==> config.mk <==
export PLATFORM = sky130hd
export DESIGN_NAME = pcip_pins
export DESIGN_NICKNAME = d
export VERILOG_FILES = /design/src/verilog/pcip_pkg.sv /design/src/verilog/pcip_edge.sv /design/src/verilog/pcip_pins.sv
export SDC_FILE = /design/constraint.sdc
export NUM_CORES = 1
export LEC_CHECK = 0
export ABC_AREA = 1
export ABC_CLOCK_PERIOD_IN_PS = 1200
export BUFFER_PORTS_ARGS = -buffer_cell sky130_fd_sc_hd__buf_2
export CORE_MARGIN = 2
export CORE_UTILIZATION = 41
export DETAILED_ROUTE_END_ITERATION = 6
export PLACE_DENSITY = 0.88
export SYNTH_ARGS = -nofsm -noshare
export SYNTH_HDL_FRONTEND = slang
export SYNTH_HIERARCHICAL = 1
export SYNTH_SLANG_ARGS = --single-unit
==> constraint.sdc <==
create_clock -name clk_sys -period 1.2 [get_ports clk_sys]
set_clock_uncertainty 0.05 [all_clocks]
set_input_delay 0.06 -clock clk_sys [delete_from_list [all_inputs] [get_ports clk_sys]]
set_output_delay 0.06 -clock clk_sys [all_outputs]
set_load 0.02 [all_outputs]
==> src/verilog/pcip_pkg.sv <==
// Package for the port 0 check-bit and interrupt pin block.
// Assumes a single 20 MHz core clock; all pins are synchronous to it.
package pcip_pkg;

  // Location of the port 0 input value within register window 0
  localparam logic [7:0]  PORT0_LOC      = 8'h0E;
  localparam logic [3:0]  PORT0_WINDOW   = 4'h0;

  // Interrupt vectors and numbers
  localparam logic [15:0] NMI_VECTOR     = 16'h203E;
  localparam logic [15:0] EXT_VECTOR     = 16'h200E;
  localparam logic [4:0]  EXT_IRQ_NUM    = 5'h07;
  localparam logic [4:0]  NO_IRQ_NUM     = 5'h00;

  // Port 0 bit that carries the external interrupt when selected
  localparam int          EXT_P0_BIT     = 7;

  // Port 0 bit carrying check bits zero to four
  localparam int          ECB_PIN [5]    = '{6, 0, 2, 1, 3};
  localparam int          ECB_BITS       = 6;

  // Reset values
  localparam logic [7:0]  P0_RST         = 8'h00;
  localparam logic [7:0]  P0_OE_N_RST    = 8'hFF;
  localparam logic [5:0]  ECB_RST        = 6'h00;
  localparam logic [15:0] VECTOR_RST     = 16'h0000;

  // Bus cycle control from the core and correction engine
  typedef struct packed {
    logic       addr_phase;
    logic       data_phase;
    logic       is_read;
    logic       ecb_drive;
    logic [5:0] ecb_out;
  } pcip_bus_t;

  // Interrupt event towards the interrupt controller
  typedef struct packed {
    logic        nmi_req;
    logic        ext_req;
    logic [15:0] vector;
    logic [4:0]  irq_num;
  } pcip_evt_t;

endpackage

==> src/verilog/pcip_edge.sv <==
// Rising edge detector for interrupt inputs.
// Assumes the input is synchronous to clk_sys.
`timescale 1ns/1ps
`default_nettype none

module pcip_edge (
  input  wire logic clk_sys,
  input  wire logic rst_n,
  input  wire logic level_in,
  output logic      rise
);
  import pcip_pkg::*;

  typedef struct packed {
    logic prev;
  } pcip_edge_st_t;

  pcip_edge_st_t st_q;
  pcip_edge_st_t st_d;

  always_comb
  begin
    st_d      = st_q;
    st_d.prev = level_in;
  end

  always_ff @(posedge clk_sys or negedge rst_n)
  begin
    if (!rst_n)
      st_q <= '0;
    else
      st_q <= st_d;
  end

  assign rise = level_in & ~st_q.prev;

endmodule

`default_nettype wire

==> src/verilog/pcip_pins.sv <==
// Port 0 check-bit and interrupt pin logic.
// Assumes pins and core controls are synchronous to clk_sys; pin outputs lag one clock.
`timescale 1ns/1ps
`default_nettype none

module pcip_pins (
  input  wire logic                clk_sys,
  input  wire logic                rstn,
  input  wire pcip_pkg::pcip_bus_t bus,
  input  wire logic                check_bits_enable_n,
  input  wire logic [7:0]          p0_in,
  output logic [7:0]               p0_out,
  output logic [7:0]               p0_oe_n,
  input  wire logic                dir_in,
  output logic                     cycle_direction_out,
  output logic                     dir_oe_n,
  output logic [5:0]               ecb_in,
  output logic [7:0]               port0_value,
  input  wire logic                nmi_in,
  input  wire logic                p2_bit2_in,
  input  wire logic                io_control_one_ext_sel,
  input  wire logic                power_down,
  output pcip_pkg::pcip_evt_t      evt,
  output logic                     wake
);
  import pcip_pkg::*;

  typedef struct packed {
    logic [7:0] p0_val;
    logic [7:0] p0_out;
    logic [7:0] p0_oe_n;
    logic       dir_out;
    logic       dir_oe_n;
    logic [5:0] ecb_in;
    pcip_evt_t  evt;
    logic       wake;
  } pcip_st_t;

  pcip_st_t st_q;
  pcip_st_t st_d;
  logic     rst_meta_q;
  logic     rst_n_q;
  logic     external_irq_in;
  logic     ecb_en;
  logic     ecb_tx;
  logic     nmi_rise;
  logic     ext_rise;
  logic [7:0] ecb_oe_n_map;
  logic [7:0] ecb_out_map;
  logic [4:0] ecb_pin_val;

  // Reset release through two flip-flops
  always_ff @(posedge clk_sys or negedge rstn)
  begin
    if (!rstn)
    begin
      rst_meta_q <= 1'b0;
      rst_n_q    <= 1'b0;
    end
    else
    begin
      rst_meta_q <= 1'b1;
      rst_n_q    <= rst_meta_q;
    end
  end

  assign ecb_en          = ~check_bits_enable_n;
  assign ecb_tx          = ecb_en & bus.data_phase & bus.ecb_drive;
  // Source select
  assign external_irq_in = io_control_one_ext_sel ? p0_in[EXT_P0_BIT] : p2_bit2_in;

  // Check bit to port 0 pin mapping
  generate
    for (genvar i = 0; i < 8; i++)
    begin : g_pinmap
      localparam int CB = (i == 6) ? 0 : (i == 0) ? 1 : (i == 2) ? 2 :
                          (i == 1) ? 3 : (i == 3) ? 4 : 5;
      if (CB < 5)
      begin : g_ecb
        assign ecb_oe_n_map[i] = ~ecb_tx;
        assign ecb_out_map[i]  = bus.ecb_out[CB];
        assign ecb_pin_val[CB] = p0_in[i];
      end
      else
      begin : g_in
        assign ecb_oe_n_map[i] = 1'b1;
        assign ecb_out_map[i]  = 1'b0;
      end
    end
  endgenerate

  // Edge detectors for the two interrupt inputs
  generate
    for (genvar j = 0; j < 2; j++)
    begin : g_edge
      logic rise_j;
      pcip_edge u_edge (
        .clk_sys  (clk_sys),
        .rst_n    (rst_n_q),
        .level_in ((j == 0) ? nmi_in : external_irq_in),
        .rise     (rise_j)
      );
      if (j == 0)
      begin : g_nmi
        assign nmi_rise = rise_j;
      end
      else
      begin : g_ext
        assign ext_rise = rise_j;
      end
    end
  endgenerate

  always_comb
  begin
    st_d         = st_q;
    st_d.p0_val  = p0_in;
    st_d.p0_out  = ecb_out_map;
    st_d.p0_oe_n = ecb_oe_n_map;
    if (bus.addr_phase)
    begin
      st_d.dir_oe_n = 1'b0;
      st_d.dir_out  = bus.is_read;
    end
    else if (ecb_tx)
    begin
      st_d.dir_oe_n = 1'b0;
      st_d.dir_out  = bus.ecb_out[5];
    end
    else
    begin
      st_d.dir_oe_n = 1'b1;
      st_d.dir_out  = 1'b0;
    end
    if (ecb_en && bus.data_phase)
      st_d.ecb_in = {dir_in, ecb_pin_val};
    st_d.evt.nmi_req = nmi_rise;
    st_d.evt.ext_req = ext_rise;
    if (nmi_rise)
    begin
      st_d.evt.vector  = NMI_VECTOR;
      st_d.evt.irq_num = NO_IRQ_NUM;
    end
    else if (ext_rise)
    begin
      st_d.evt.vector  = EXT_VECTOR;
      st_d.evt.irq_num = EXT_IRQ_NUM;
    end
    st_d.wake = power_down & external_irq_in;
  end

  always_ff @(posedge clk_sys or negedge rst_n_q)
  begin
    if (!rst_n_q)
    begin
      st_q          <= '0;
      st_q.p0_val   <= P0_RST;
      st_q.p0_oe_n  <= P0_OE_N_RST;
      st_q.dir_oe_n <= 1'b1;
      st_q.ecb_in   <= ECB_RST;
      st_q.evt      <= '0;
    end
    else
      st_q <= st_d;
  end

  assign p0_out              = st_q.p0_out;
  assign p0_oe_n             = st_q.p0_oe_n;
  assign cycle_direction_out = st_q.dir_out;
  assign dir_oe_n            = st_q.dir_oe_n;
  assign ecb_in              = st_q.ecb_in;
  assign port0_value         = st_q.p0_val;
  assign evt                 = st_q.evt;
  assign wake                = st_q.wake;
endmodule

`default_nettype wire

# Word level (Yosys, flattened, before mapping)
# Index checks and enable logic that the tools add are counted.
word_totals:
  regBits: 50
  input_bits: 26
  out_inout_bits: 56
  word_cells: 31
classes:
  mux: 5
  bitwise: 9
  reduce_logical: 2
ops:
  columns: ["op", "count"]
  rows:
  - ["$mux W21", 2]
  - ["$and A1 B1 Y1", 5]
  - ["$mux W2", 2]
  - ["$not A1 Y1", 4]
  - ["$reduce_bool A2 Y1", 1]
  - ["$logic_and A1 B1 Y1", 1]
  - ["$mux W1", 1]

# Logic depth before layout (Yosys ltp)
# Gate-level depths: netlist of the first run.
logic_depth:
  depth_word: 5
  mapped_depth: 8
  depth_no_buf: 8

# Hierarchy
# Netlist of the first run, hierarchy kept.
modules_own_cells:
  columns: ["mod", "n_inst", "cells_each", "area_each_um2", "seq_area_each_um2"]
  rows:
  - ["pcip_pins", 1, 101, 1176.1, 753.2]
  - ["pcip_edge", 2, 3, 35.0, 25.0]

# Least setup slack after synthesis of the first run
# OpenSTA, ideal clock, no wires.
synth_timing:
  path_kind: "register to output"
  from: "reg, netlist name p0_oe_n[0]"
  to: "out p0_oe_n[1]"
  t_arrival_ns: 0.755
  required_time_ns: 1.090
  setup_slack_ns: 0.335
  path_stages_with_launch: 2
  path_buffers: 1
  cell_sequence: "dfstp_2 buf_4"
synth_lines:
  columns: ["item", "line", "text"]
  rows:
  - ["end: declaration", "pcip_pins.sv:13", "output logic [7:0] p0_oe_n,"]

# Worst setup path in the final report of the first run
layout_timing:
  from: "in bus[6] (netlist name)"
  to: "reg, netlist name p0_oe_n[0]"
layout_between:
  elab_chain_cells: 2
layout_rtl:
  columns: ["item", "line", "text"]
  rows:
  - ["start: declaration", "pcip_pins.sv:9", "input wire pcip_pkg::pcip_bus_t bus,"]
  - ["$and A1 B1 Y1", "pcip_pins.sv:68", "assign ecb_tx = ecb_en & bus.data_phase & bus.ecb_drive;"]
  - ["$not A1 Y1", "pcip_pins.sv:80", "assign ecb_oe_n_map[i] = ~ecb_tx;"]
  - ["via ecb_oe_n_map[0]", "pcip_pins.sv:48", "logic [7:0] ecb_oe_n_map;"]
# The timed path passes the listed nets, and every way through them passes these cells.
# A chain may end at the register's enable or synchronous reset.

==> results of run 1 <==
## flip-flops by register name, indices dropped and copies added, names as in the netlist
| signal | count |
|---|---|
| cycle_direction_out | 1 |
| port0_value | 8 |
| p0_out | 5 |
| ecb_in | 6 |
| dir_oe_n | 1 |
| evt | 5 |
| rst_n_q | 1 |
| wake | 1 |
| rst_meta_q | 1 |
| g_edge.u_edge/st_q | 2 |
| p0_oe_n | 1 |
## path summary, 6_finish.rpt
check                      cells after the start          to                  start
min                                            4   ecb_in[5]    check_bits_enable_n
max                                            4  p0_oe_n[0]                 bus[6]
max reg2reg                                    4     evt[10]  g_edge[1].u_edge/st_q
max in group asynchronous                      3  rst_meta_q                   rstn
min reg2reg                                    1   p0_out[3]                rst_n_q
min in group asynchronous                      1   p0_out[3]                rst_n_q
## metal layers
layer  wire [um]  track usage, %
met1         919           15.75
met2        1334           27.78
met3         260           6.550
met4          54           8.442
met5           0               0
## placed cells by master (no fill, tap or decap)
cell type	instances
nand2_1	20
buf_2	63
nor2_1	2
bufinv_16	1
o21bai_2	1
dlygate4sd3_1	25
clkbuf_8	2
dfstp_2	2
inv_2	1
conb_1	19
clkbuf_4	5
a21boi_0	1
nor2_2	2
buf_4	1
nand3b_1	1
nand3_4	1
nand2_4	1
dfrtp_1	30
inv_1	8
nand3_1	6
## kinds of logic after synthesis
group                  synth area share [%]
buffers and inverters                 20.48
other                                0.6026
AND/OR/NAND/NOR                       12.95
flip-flops                            64.46
AO/OA/AOI/OAI                         1.506
## worst max-delay path, stage by stage
cell	delay [ns]
dlygate4sd3_1	0.52
buf_2	0.12
nand3_4	0.08
dlygate4sd3_1	0.57
## report_power, final
| group | leakage [nW] | switching, mW | internal (mW) |
|---|---|---|---|
| sequential | 0.377 | 0.0331 | 1.16 |
| combinational | 0.556 | 0.294 | 0.170 |
| clock | 0.0515 | 0.343 | 0.553 |
| total | 0.985 | 0.670 | 1.88 |
## cell type report
type,instances,area [um^2]
Inverter,9,33.78
Clock buffer,7,65.06
Tap cell,33,41.29
Clock inverter,1,30.03
Fill cell,237,1180
Multi-Input combinational cell,54,251.5
Sequential cell,32,803.3
Timing Repair Buffer,89,573.1
## metrics by stage
stage | utilization [%] | setup slack (ns) | total power [mW] | area [um^2] | instances
finish | 60.38 | 0.05418 | 2.550 | 1798 | 225
global route | 60.38 | 0.003382 | 2.677 | 1798 | 225
CTS | 60.38 | 0.03363 | 2.571 | 1798 | 225
detailed placement | 48.78 | 0.3591 | 1.610 | 1453 | 192
global placement | 48.78 | 0.3990 | 1.601 | 1453 | 192
floorplan | - | 0.1976 | 1.528 | 1310 | 124
==> out/qor.csv, run 1 <==
metric,value,unit
drv_cap,0,
violations,design-rule violations,
crit_path_max_fanout,3,
max_clock_freq,0.8727,GHz
hold_slack,0.02771,ns
grt_pass1_vias,930,
setup_viol,0,
synth_cells,107,
port_buffers,63,
ys_async_sr_fraction,100.0,%
p_per_area,1418,mW/mm^2
grt_overflow_total,0,
vias_per_cell,4.182,
required,1.40,ns
nNetsFinal,217,
postCtsSetupBuffers,0,
avgSynthCellArea,11.65,um^2
drtAntennaViolNets,0,
start_kind,input pin,
clockBufferDepth,2,
synth_seq_area_share,64.46,%
leakagePower,0.9850,nW
vias,941,
critPathKind,input pin to flip-flop,
synth_common_cells,"dfrtp_1 (30), buf_4 (28), nand2_1 (20)",
yosysWarnings,6,
drc,1,
slew_violations,0,
drive_gt1_share,41.67,%
die_area,0.003496,mm^2
finalCritPeriodShare,95.48,%
io_pins,82,
cts_buffers,5,
grt_setup_unrepaired,no,
hold_viol_final,0,
placement_rows,20,
coreArea,0.002978,mm^2
hold_buffers,25,
h-tree-depth,2,
critPathArrivalTime,1.34,ns
drtPass1Iterations,6,
wl_per_cell,11.41,um
grt_usage,15.81,%
hp-class,input pin to flip-flop,
cts_resized,0,
synth_edf_count,0,
hpwl,1.634,mm
status,finished with violations,
clk_pin_slew,0.09,ns
crit_path_end_kind,flip-flop,
r2r_slack,0.36,ns
fin_crit,1.146,ns
syn-cell-area,0.001246,mm^2
drtIter0Drc,72,
antenna_found_initial,0,
root_buffer,clkbuf_4,
ys_ff_latch,32,
peakVddDrop,544.9,uV
setup_tns,0,ns
routabilityCongestion,0.7994,
routed_wl,2.568,mm
yosysTopAreaCellShare,60.24,%
grt_pass1_wl,3.912,mm
grt_max_degree,31,
yosysMostFrequentCell,dfrtp_1,
yosysTopAreaCell,dfrtp_1,
cts_sinks,32,
syn_to_final_growth,44.28,%
synthFlopType,dfrtp_1,
ys_types,16,
cts_tree,yes,
insertion_delay,0.31,ns
die_w,59.13,um
diodes,0,
synth_area_leaders,"dfrtp_1 (60%), buf_4 (17%), nand2_1 (6.0%)",
die_y,59.13,um
start_util,41.85,%
Note: power is estimated with default switching activity, not from simulation.
==> inputs of run 2 (changes only) <==
Settings changed: CAP_MARGIN set to 20, MAX_ROUTING_LAYER set to met4.
==> run 2 against run 1 <==
Against the previous run:
- the run still ends with design-rule violations left
- final cell count unchanged
- setup slack improved by 0.00050 ns
- combinational power hardly changed
- total power hardly changed
- first-iteration DRC count down 24%
- flip-flop and latch count is the same
- worst hold slack worse by 0.00050 ns
- fmax barely moved
- utilization is the same
- sequential power about the same
- critical path depth is the same
- design area unchanged
==> out/qor.csv, run 2 (synthesis gave the netlist of run 1 again) <==
metric,value,unit,change
worst_r2r_path_depth,4,,unchanged
routed_wl,2.571,mm,was 2.568 mm
die_w,59.13,um,unchanged
setup_viol,0,,unchanged
crit_path_end_kind,flip-flop,,unchanged
h-tree-depth,2,,unchanged
p_clk_share,35.2,%,was 35.1%
die_y,59.13,um,unchanged
fin_crit,1.145,ns,was 1.146 ns
stdcell_count,225,,unchanged
hp-class,input pin to flip-flop,,unchanged
dp.cells,192,,unchanged
routabilityCongestion,0.8108,,was 0.7994
p_per_area,1419,mW/mm^2,was 1418 mW/mm^2
vias_per_cell,4.191,,was 4.182
critPathKind,input pin to flip-flop,,unchanged
drc,1,,unchanged
grt_pass1_wl,3.919,mm,was 3.912 mm
clk_pin_slew,0.09,ns,about the same
sw_frac_of_total,26.32,%,was 26.29%
p_int,1.879,mW,unchanged
cts_sinks,32,,unchanged
grt_setup_unrepaired,no,,unchanged
clockBufferDepth,2,,unchanged
nNetsFinal,217,,unchanged
grt_usage,16.28,%,was 15.81%
drtIter0Drc,55,,was 72
setup_tns,0,ns,unchanged
drv_cap,0,,unchanged
drtAntennaViolNets,0,,unchanged
insertion_delay,0.32,ns,was 0.31 ns
finalCritPeriodShare,95.44,%,was 95.48%
critPathArrivalTime,1.34,ns,about the same
diodes,0,,unchanged
largest_reg_flops,8,,unchanged
hpwl,1.634,mm,unchanged
die_area,0.003496,mm^2,unchanged
antenna_found_initial,0,,unchanged
start_util,41.85,%,unchanged
cts_tree,yes,,unchanged
hold_viol_final,0,,unchanged
io_pins,82,,unchanged
start_kind,input pin,,unchanged
syn_to_final_growth,44.28,%,unchanged
crit_path_max_fanout,3,,unchanged
peakVddDrop,545.3,uV,was 544.9 uV
cts_buffers,5,,unchanged
grt_max_degree,31,,unchanged
wl_per_cell,11.43,um,was 11.41 um
coreArea,0.002978,mm^2,unchanged
slew_violations,0,,unchanged
final_common_cell,buf_2,,unchanged
status,finished with violations,,unchanged
power_frac_seq,46.6,%,about the same
root_buffer,clkbuf_4,,unchanged
drtPass1Iterations,6,,unchanged
required,1.40,ns,about the same
pwr-share-comb,18.2,%,about the same
violations,design-rule violations,,unchanged
switching_power,0.6713,mW,was 0.6703 mW
drive_gt1_share,41.67,%,unchanged
grt_overflow_total,0,,unchanged
placement_rows,20,,unchanged
port_buffers,63,,unchanged
leakagePower,0.9850,nW,unchanged
layout_common_cells,"buf_2 (63), dfrtp_1 (30), dlygate4sd3_1 (25)",,unchanged
grt_pass1_vias,929,,was 930
max_clock_freq,0.8731,GHz,was 0.8727 GHz
holdPathStages,4,,unchanged
vias,943,,was 941
[run 2: cell counts in the layout (fill, tap and decap cells not counted)]
Identical to the previous run, type by type.
[run 2: cell type report]
class | count | area, um^2
clock inverter | 1 | 30.03
inverter | 9 | 33.78
clock buffer | 7 | 65.06
sequential | 32 | 803.3
fill | 237 | 1180
timing repair buffer | 89 | 573.1
tap | 33 | 41.29
multi-input combinational | 54 | 251.5
[run 2: timing repair]
item	CTS	global route
gates resized for setup	0	0
hold endpoints to repair	28	0
buffers inserted	0	0
hold buffers	25	0
[run 2: final timing paths]
check	startpoint	to	slack, ns
worst max-delay path	bus[6]	p0_oe_n[0]	0.05
worst min-delay path	check_bits_enable_n	ecb_in[5]	0.03
worst max register to register	g_edge[1].u_edge/st_q	evt[10]	0.37
worst min register to register	rst_n_q	p0_out[3]	0.20
max in group asynchronous	rstn	rst_meta_q	0.41
min in group asynchronous	rst_n_q	p0_out[3]	0.20
[run 2: through the flow]
step / cell area [um^2] / hold WS (ns) / power (mW) / utilization [%] / worst slack, ns
CTS: 1798 / 0.01008 / 2.571 / 60.38 / 0.03363
finish: 1798 / 0.02721 / 2.551 / 60.38 / 0.05469
floorplan: 1310 / -0.2856 / 1.528 / - / 0.1976
global route: 1798 / 0.03975 / 2.677 / 60.38 / 0.003376
global placement: 1453 / -0.2036 / 1.601 / 48.78 / 0.3990
detailed placement: 1453 / -0.1990 / 1.610 / 48.78 / 0.3591
[run 2: power groups by stage]
stage          registers, mW  clock network [mW]  logic [mW]
2_1_floorplan           1.31                   0       0.215
6_report                1.19               0.897       0.465
4_1_cts                 1.19               0.919       0.465
3_3_place_gp            1.21                   0       0.395
3_5_place_dp            1.21                   0       0.402
5_1_grt                 1.20               0.974       0.507
[run 2: routing by layer]
layer	global-route usage [%]	up-vias	wire, um
met2	27.78	66	1336
li1	-	443	-
met1	15.75	427	915
met3	6.550	7	264
met4	8.442	0	54
met5	-	-	0
[run 2: critical path, stage by stage]
cell and delay (ns):
dlygate4sd3_1 0.52, buf_2 0.12, nand3_4 0.08, dlygate4sd3_1 0.57
